$ cat config.mk
export PLATFORM = sky130hd
export DESIGN_NAME = stream_regs
export DESIGN_NICKNAME = d
export VERILOG_FILES = /design/src/hw/stream_regs_pkg.sv /design/src/hw/pin_sync.sv /design/src/hw/stream_regs.sv
export SDC_FILE = /design/constraint.sdc
export NUM_CORES = 1
export LEC_CHECK = 0
export BUFFER_PORTS_ARGS = -buffer_cell sky130_fd_sc_hd__buf_4
export CORE_ASPECT_RATIO = 0.9
export CORE_MARGIN = 2
export CORE_UTILIZATION = 30
export DETAILED_ROUTE_END_ITERATION = 7
export PLACE_DENSITY = 0.54
export SLEW_MARGIN = 25
export SYNTH_ARGS = -nofsm -noshare
export SYNTH_HDL_FRONTEND = slang
export SYNTH_SLANG_ARGS = --single-unit
$ cat constraint.sdc
create_clock -name clock_in -period 2.98 [get_ports clock_in]
set_input_delay 0.447 -clock clock_in [delete_from_list [all_inputs] [get_ports clock_in]]
set_output_delay 0.447 -clock clock_in [all_outputs]
set_load 0.02 [all_outputs]
$ cat src/hw/stream_regs_pkg.sv
package stream_regs_pkg;

  localparam logic [6:0] IF_CONFIG_A_OFFSET = 7'h00;
  localparam logic [6:0] IF_CONFIG_B_OFFSET = 7'h01;
  localparam logic [6:0] MAKER_CODE_LOW_OFFSET = 7'h0C;
  localparam logic [6:0] MAKER_CODE_HIGH_OFFSET = 7'h0D;
  localparam logic [6:0] STREAM_SPAN_OFFSET = 7'h0E;
  localparam logic [6:0] STRICT_WRITE_CONFIG_OFFSET = 7'h10;
  localparam logic [6:0] LINK_READY_STATUS_OFFSET = 7'h11;
  localparam logic [6:0] CHANNEL_ENABLE_CONFIG_OFFSET = 7'h14;

  localparam int SOFT_RESET_HI_BIT = 7;
  localparam int SOFT_RESET_LO_BIT = 0;
  localparam int ASCEND_HI_BIT = 5;
  localparam int ASCEND_LO_BIT = 2;
  localparam logic [7:0] IF_CONFIG_A_FIXED = 8'h18;
  localparam int ONE_INSTRUCTION_BIT = 7;
  localparam logic [7:0] IF_CONFIG_B_FIXED = 8'h08;
  localparam logic [7:0] STRICT_WRITE_CONFIG_RESET = 8'h20;
  localparam int NOT_READY_BIT = 7;
  localparam int SINK_ON_BIT = 7;
  localparam int CHANNELS = 6;
  localparam logic [7:0] CHANNEL_ENABLE_CONFIG_RESET = 8'h80;
  localparam logic [7:0] STREAM_SPAN_RESET = 8'h00;
  localparam int READ_FLAG_BIT = 7;
  localparam logic [2:0] LAST_BIT_INDEX = 3'h7;

  typedef enum logic [1:0] {
    PH_IDLE,
    PH_INSTR,
    PH_DATA
  } phase_type;

  typedef struct packed {
    logic sclk;
    logic cs_n;
    logic sdi;
  } spi_pins_type;

  typedef struct packed {
    logic ascend;
    logic one_instruction_only;
    logic [7:0] stream_span;
    logic first_channel_sink_on;
    logic [CHANNELS-1:0] out_run_n;
  } regs_type;

endpackage : stream_regs_pkg

$ cat src/hw/pin_sync.sv
`timescale 1ns/1ps
`default_nettype none
module pin_sync
  import stream_regs_pkg::*;
(
  input wire logic clock_in,
  input wire logic rst_in,
  input wire spi_pins_type pins_in,
  output spi_pins_type pins_out
);

  typedef struct packed {
    spi_pins_type meta;
    spi_pins_type stable;
  } sync_state_type;

  sync_state_type q;
  sync_state_type d;

  always_comb begin
    d = q;
    d.meta = pins_in;
    d.stable = q.meta;
  end

  // chip select idles high so no false frame is seen right after reset
  always_ff @(posedge clock_in or posedge rst_in) begin
    if (rst_in) begin
      q <= '{meta: '{sclk: 1'b0, cs_n: 1'b1, sdi: 1'b0},
             stable: '{sclk: 1'b0, cs_n: 1'b1, sdi: 1'b0}};
    end else begin
      q <= d;
    end
  end

  assign pins_out = q.stable;

endmodule : pin_sync
`default_nettype wire

$ cat src/hw/stream_regs.sv
// Behaviour
// RULE1 - maker code readable as two byte registers
// RULE2 - nonzero span: step span times, then restart
// RULE3 - zero span: step whole space, wrapping around
// RULE4 - host writes multibyte registers in one frame
// RULE5 - host addresses byte matching stepping direction
// RULE6 - not-ready flag shows when device cannot accept
// RULE7 - bit 7 enables channel 0 sink
// RULE8 - bits 5..0 are active-low channel shutdowns
// RULE9 - ascension bit picks increment or decrement
// RULE10 - one-instruction mode: one register per frame
// RULE11 - host waits while not-ready flag set
// RULE12 - reserved bits read zero, ignore writes
`timescale 1ns/1ps
`default_nettype none
module stream_regs
  import stream_regs_pkg::*;
#(
  // arbitrary neutral identification value
  parameter logic [15:0] MAKER_CODE = 16'h1A2B
) (
  input wire logic clock_in,
  input wire logic rst_in,
  input wire logic spi_sclk_in,
  input wire logic spi_cs_n_in,
  input wire logic spi_sdi_in,
  input wire logic core_busy_in,
  output logic spi_sdo_out,
  output logic spi_sdo_oe_out,
  output logic first_channel_sink_on_out,
  output logic [CHANNELS-1:0] out_run_n_out
);

  typedef struct packed {
    logic sclk_prev;
    phase_type phase;
    logic [2:0] bit_cnt;
    logic [7:0] rx;
    logic [7:0] tx;
    logic rd;
    logic [6:0] addr;
    logic [6:0] first_addr;
    logic [7:0] steps;
    logic done_one;
    logic not_ready;
    logic sdo;
    logic sdo_oe;
    regs_type regs;
  } state_type;

  localparam regs_type REGS_RESET = '{
    ascend: 1'b0,
    one_instruction_only: 1'b0,
    stream_span: STREAM_SPAN_RESET,
    first_channel_sink_on: CHANNEL_ENABLE_CONFIG_RESET[SINK_ON_BIT],
    out_run_n: CHANNEL_ENABLE_CONFIG_RESET[CHANNELS-1:0]
  };

  localparam state_type STATE_RESET = '{
    sclk_prev: 1'b0,
    phase: PH_IDLE,
    bit_cnt: 3'h0,
    rx: 8'h00,
    tx: 8'h00,
    rd: 1'b0,
    addr: 7'h00,
    first_addr: 7'h00,
    steps: 8'h00,
    done_one: 1'b0,
    not_ready: 1'b0,
    sdo: 1'b0,
    sdo_oe: 1'b0,
    regs: REGS_RESET
  };

  // unmapped addresses and reserved bits read as zero
  function automatic logic [7:0] reg_read(
    input logic [6:0] a,
    input regs_type r,
    input logic not_ready
  );
    logic [7:0] v;
    v = 8'h00;
    if (a == IF_CONFIG_A_OFFSET) begin
      v = IF_CONFIG_A_FIXED;
      v[ASCEND_HI_BIT] = r.ascend;
      v[ASCEND_LO_BIT] = r.ascend;
    end else if (a == IF_CONFIG_B_OFFSET) begin
      v = IF_CONFIG_B_FIXED;
      v[ONE_INSTRUCTION_BIT] = r.one_instruction_only;
    end else if (a == MAKER_CODE_LOW_OFFSET) begin
      v = MAKER_CODE[7:0]; // [RULE1]
    end else if (a == MAKER_CODE_HIGH_OFFSET) begin
      v = MAKER_CODE[15:8]; // [RULE1]
    end else if (a == STREAM_SPAN_OFFSET) begin
      v = r.stream_span;
    end else if (a == STRICT_WRITE_CONFIG_OFFSET) begin
      v = STRICT_WRITE_CONFIG_RESET; // [RULE4]
    end else if (a == LINK_READY_STATUS_OFFSET) begin
      v[NOT_READY_BIT] = not_ready; // [RULE6]
    end else if (a == CHANNEL_ENABLE_CONFIG_OFFSET) begin
      v[SINK_ON_BIT] = r.first_channel_sink_on; // [RULE7]
      v[CHANNELS-1:0] = r.out_run_n; // [RULE8] [RULE12]
    end
    return v;
  endfunction : reg_read

  spi_pins_type pins_in;
  spi_pins_type pins;
  state_type q;
  state_type d;
  logic sclk_rise;
  logic sclk_fall;
  logic [7:0] byte_in;
  logic byte_done;

  assign pins_in = '{sclk: spi_sclk_in, cs_n: spi_cs_n_in, sdi: spi_sdi_in};

  pin_sync u_pin_sync (
    .clock_in(clock_in),
    .rst_in(rst_in),
    .pins_in(pins_in),
    .pins_out(pins)
  );

  assign sclk_rise = pins.sclk & ~q.sclk_prev;
  assign sclk_fall = ~pins.sclk & q.sclk_prev;
  assign byte_in = {q.rx[6:0], pins.sdi};
  assign byte_done = sclk_rise && (q.bit_cnt == LAST_BIT_INDEX);

  always_comb begin
    d = q;
    d.sclk_prev = pins.sclk;
    // the status flag lags the core by one cycle, harmless next to spi timing
    d.not_ready = core_busy_in; // [RULE6] [RULE11]
    if (pins.cs_n) begin
      d.phase = PH_IDLE;
      d.sdo_oe = 1'b0;
      d.bit_cnt = 3'h0;
      d.tx = 8'h00;
    end else begin
      if (q.phase == PH_IDLE) begin
        d.phase = PH_INSTR;
        d.bit_cnt = 3'h0;
        d.done_one = 1'b0;
      end
      if (sclk_rise) begin
        d.rx = byte_in;
        d.bit_cnt = q.bit_cnt + 3'h1;
      end
      if (sclk_fall) begin
        d.sdo = q.tx[7];
        d.tx = {q.tx[6:0], 1'b0};
        d.sdo_oe = q.rd && (q.phase == PH_DATA);
      end
      if (byte_done) begin
        case (q.phase)
          PH_INSTR: begin
            d.phase = PH_DATA;
            d.rd = byte_in[READ_FLAG_BIT];
            d.addr = byte_in[6:0];
            d.first_addr = byte_in[6:0];
            d.steps = 8'h00;
            d.tx = reg_read(byte_in[6:0], q.regs, q.not_ready);
          end
          PH_DATA: begin
            if (!q.rd && !(q.regs.one_instruction_only && q.done_one)) begin
              if (q.addr == IF_CONFIG_A_OFFSET) begin
                d.regs.ascend = byte_in[ASCEND_LO_BIT];
                if (byte_in[SOFT_RESET_HI_BIT] && byte_in[SOFT_RESET_LO_BIT]) begin
                  // soft reset keeps the stepping direction it was given
                  d.regs = REGS_RESET;
                  d.regs.ascend = byte_in[ASCEND_LO_BIT];
                end
              end else if (q.addr == IF_CONFIG_B_OFFSET) begin
                d.regs.one_instruction_only = byte_in[ONE_INSTRUCTION_BIT];
              end else if (q.addr == STREAM_SPAN_OFFSET) begin
                d.regs.stream_span = byte_in;
              end else if (q.addr == CHANNEL_ENABLE_CONFIG_OFFSET) begin
                d.regs.first_channel_sink_on = byte_in[SINK_ON_BIT]; // [RULE7]
                d.regs.out_run_n = byte_in[CHANNELS-1:0]; // [RULE8] [RULE12]
              end
            end
            d.done_one = 1'b1;
            if (q.regs.one_instruction_only) begin
              // later bytes of the frame neither move nor write
              d.addr = q.addr; // [RULE10]
            end else if ((q.regs.stream_span != 8'h00) &&
                         (q.steps >= q.regs.stream_span)) begin
              // all span steps taken, so the next byte restarts; >= also covers a span shrunk mid-frame
              d.addr = q.first_addr; // [RULE2]
              d.steps = 8'h00;
            end else begin
              // the 7-bit address wraps at either end of the space
              d.addr = q.regs.ascend ? q.addr + 7'h01 : q.addr - 7'h01; // [RULE9] [RULE3]
              d.steps = q.steps + 8'h01; // [RULE2]
            end
            d.tx = reg_read(d.addr, d.regs, q.not_ready);
          end
          default: begin
            d.phase = PH_IDLE;
          end
        endcase
      end
    end
  end

  always_ff @(posedge clock_in or posedge rst_in) begin
    if (rst_in) begin
      q <= STATE_RESET;
    end else begin
      q <= d;
    end
  end

  assign spi_sdo_out = q.sdo;
  assign spi_sdo_oe_out = q.sdo_oe;
  assign first_channel_sink_on_out = q.regs.first_channel_sink_on;
  assign out_run_n_out = q.regs.out_run_n;

endmodule : stream_regs
`default_nettype wire

==> impl_results.md <==
* Status: complete, no violations
* Nets at 537
* Most frequent cells in the layout: dfrtp_1 (68), nand2_1 (52), buf_4 (43)
* Post-CTS Hold Fix Bufs at 0
* Root buf cell: clkbuf_16
* RD Place Congestion at 0.991
* Final ANT Viol Nets at 0
* Fin area at 5390 um2
* FF-to-FF Start: q[27]
* # setup viols final at 0
* Max-cap viol count at 0
* Worst EP required at 3.23 ns
* Gr usage total at 0.164
* Maximum buffer depth of the clock tree at 2
* Pwr dens at 462 nW/um2
* Register bit total from synthesis at 71
* Final Instance Count excl. Fillers at 719
* Worst R2R End: q[51]
* # clock sinks at 71
* Vias at 3914
* Area leader, netlist: dfrtp_1
* Clk_lat worst skew at 0.34 ns
* Post-CTS setup buffers at 0
* Row cnt at 43
* Area Overhead vs Synth at 15.6%
* Final Total Pwr at 2490 uW
* Final min period at 2.85 ns
* Post-synthesis mux area share at 0.0677
* Avg Inst Size Synth at 9.52 um2
* Chip Height at 122 um
* Largest net degree at the start of global routing at 72
* Dpl hpwl at 9.65 mm
* First-pass GRT wire length at 20.8 mm
* Post-Syn Area at 4660 um2
* Flop2flop setup slack at 0.13 ns
* CP endpoint kind: register
* Post-Synth Adder-Cell Area at 0.0510
* Total CTS buffers at 9
* Final period utilization at 0.956
* Die area at 16500 um2
* Gate count after technology mapping at 489
* Iter 0 DRT Violations at 367
* Critical path startpoint category: register
* Synth Area in Compound Gates at 0.224
* Worst-path clk slew at 0.06 ns
* Post-synthesis sequential area ratio at 0.382
* Xor-xnor portion of the synthesized cell area at 0.0113
* Initial Util at 0.305
* Worst Tran Pin Value at 0.910 ns
* Vias in the first global route at 3776
* Fin. Hold Viols at 0
* Commonest non-fill, non-tap cell in the layout: dfrtp_1
* Worst reg2reg path depth at 10
* Dominant synthesized flop cell: dfrtp_1
* Top Ports at 15
* Post-synth EDFFs at 0
* Area post-placement at 5080 um2
* Max_slew headroom at 0.388
* Critical path class: reg -> reg
* DP Cell Count at 703
* Via density at 5.44
* Sum of negative setup slack at 0 ns
* DRC violations left at 0
* Final clock skew at 0.0103 ns
* Simple-Gate Fraction of Synth Area at 0.211
* Synth area leaders: dfrtp_1 (37%), ha_1 (5.1%), mux2_2 (4.4%)
* DR WL/cell at 18.1 um
* Max FO, Critical Path at 7
* Main combinational cell family by area after synthesis: compound AO/OA/AOI/OAI gates
* Slew Viols, Final at 0
* Ys async rst share at 1.00
* Peak supply drop at 0.251 mV
* Gr ovfl total at 0
* Core footprint at 15300 um2
* Unrepaired setup endpoints after global routing: false
* Routed WL at 13.0 mm
* Tightest Hold Check Type: in -> async
* Net Count, Synth at 514
* Synth unique cells at 79
* Die width at 135 um
* Crit path arrival time at 3.10 ns
* P_leak at 0.00233 uW
* Share of cells above drive strength 1 at 0.224
* H-tree depth at 3
* TritonCTS clock tree: yes
* Share of the synthesized area in the top cell type at 0.365
* YS warnings at 0
* Antenna violations before repair at 0
* Diodes inserted at 0
* Port Buffers at 14
* Peak Freq at 0.351 GHz
* TritonRoute pass-1 iters at 5
[power by group]
| part | switching [uW] | internal, uW |
|---|---|---|
| registers | 58.4 | 1010 |
| logic | 220 | 136 |
| clock network | 418 | 648 |
[timing repair]
item / in CTS / in global routing
setup endpoints to repair: 0 / 2
resized for setup: 0 / 2
hold endpoints to repair: 0 / 0
[per-stage QoR]
stage                      util  worst slack [ns]  hold slack, ns
after floorplan               -             0.345           0.331
after global placement    0.333             0.220           0.336
after detailed placement  0.333             0.175           0.340
after CTS                 0.352             0.140           0.199
after global routing      0.352           0.00512           0.201
final                     0.352             0.132           0.186
[routing by layer]
layer	GRT usage	vias to the layer above	share of wire
met1	0.232	1927	0.47
met3	0.0449	20	0.066
met4	0.0449	0	0.017
li1	-	1838	-
met5	0	-	0
met2	0.246	129	0.45
[synth_stat cells (9+ instances only)]
master and n:
dfrtp_1 68, nand2_1 52, nor2_1 33, a22o_1 23
o21ai_0 23, a21oi_1 21, ha_1 19, inv_1 18
mux2_2 18, clkbuf_1 15, a22oi_1 13, a31oi_1 10
nand3_1 10, and3_1 9, mux2i_1 9
[state kept, by name, indices dropped and copies added (netlist names), named ones only]
signal and flops:
q 48, byte_in 7, out_run_n_out 6, u_pin_sync.d 3, u_pin_sync.pins_out 3, first_channel_sink_on_out 1
spi_sdo_oe_out 1, spi_sdo_out 1
[worst max-delay path by stage]
| stage | startpoint | end | slack (ns) | depth (start not counted) |
|---|---|---|---|---|
| final | q[27] | q[51] | 0.13 | 10 |
| after global placement | q[7] | q[49] | 0.22 | 10 |
| after detailed placement | q[7] | q[49] | 0.18 | 10 |
| after global routing | q[27] | q[49] | 0.005 | 10 |
| after floorplan | q[7] | q[49] | 0.34 | 10 |
| after CTS | q[7] | q[49] | 0.14 | 10 |
[kinds of logic after synthesis]
| family | count (synthesis) |
|---|---|
| buffers and inverters | 52 |
| and+or+nand+nor | 176 |
| muxes | 28 |
| adders and majority gates | 19 |
| AOI/OAI and AO/OA | 137 |
| xor gates and xnor gates | 6 |
| DFF | 71 |
[worst max-delay path, cell delays in order, from the launching register on]
cell and delay [ns]:
dfrtp_1 0.41, ha_1 0.30, a21o_1 0.21, a211oi_4 0.30, o21a_4 0.21, nor2_2 0.06, a221o_2 0.42, nand2b_4 0.19
nor3_4 0.28, a41oi_1 0.16, o22ai_1 0.19
[layout make-up]
cell class                 count  area [um2]
clock buffer                  11         233
multi-input combinational    366        2640
timing repair buffer          44         343
inverter                      20        75.1
clock inverter                 5        58.8
fill                        1576        9890
sequential                    71        1780
tap                          202         253
(Power assumes the default switching activity.)
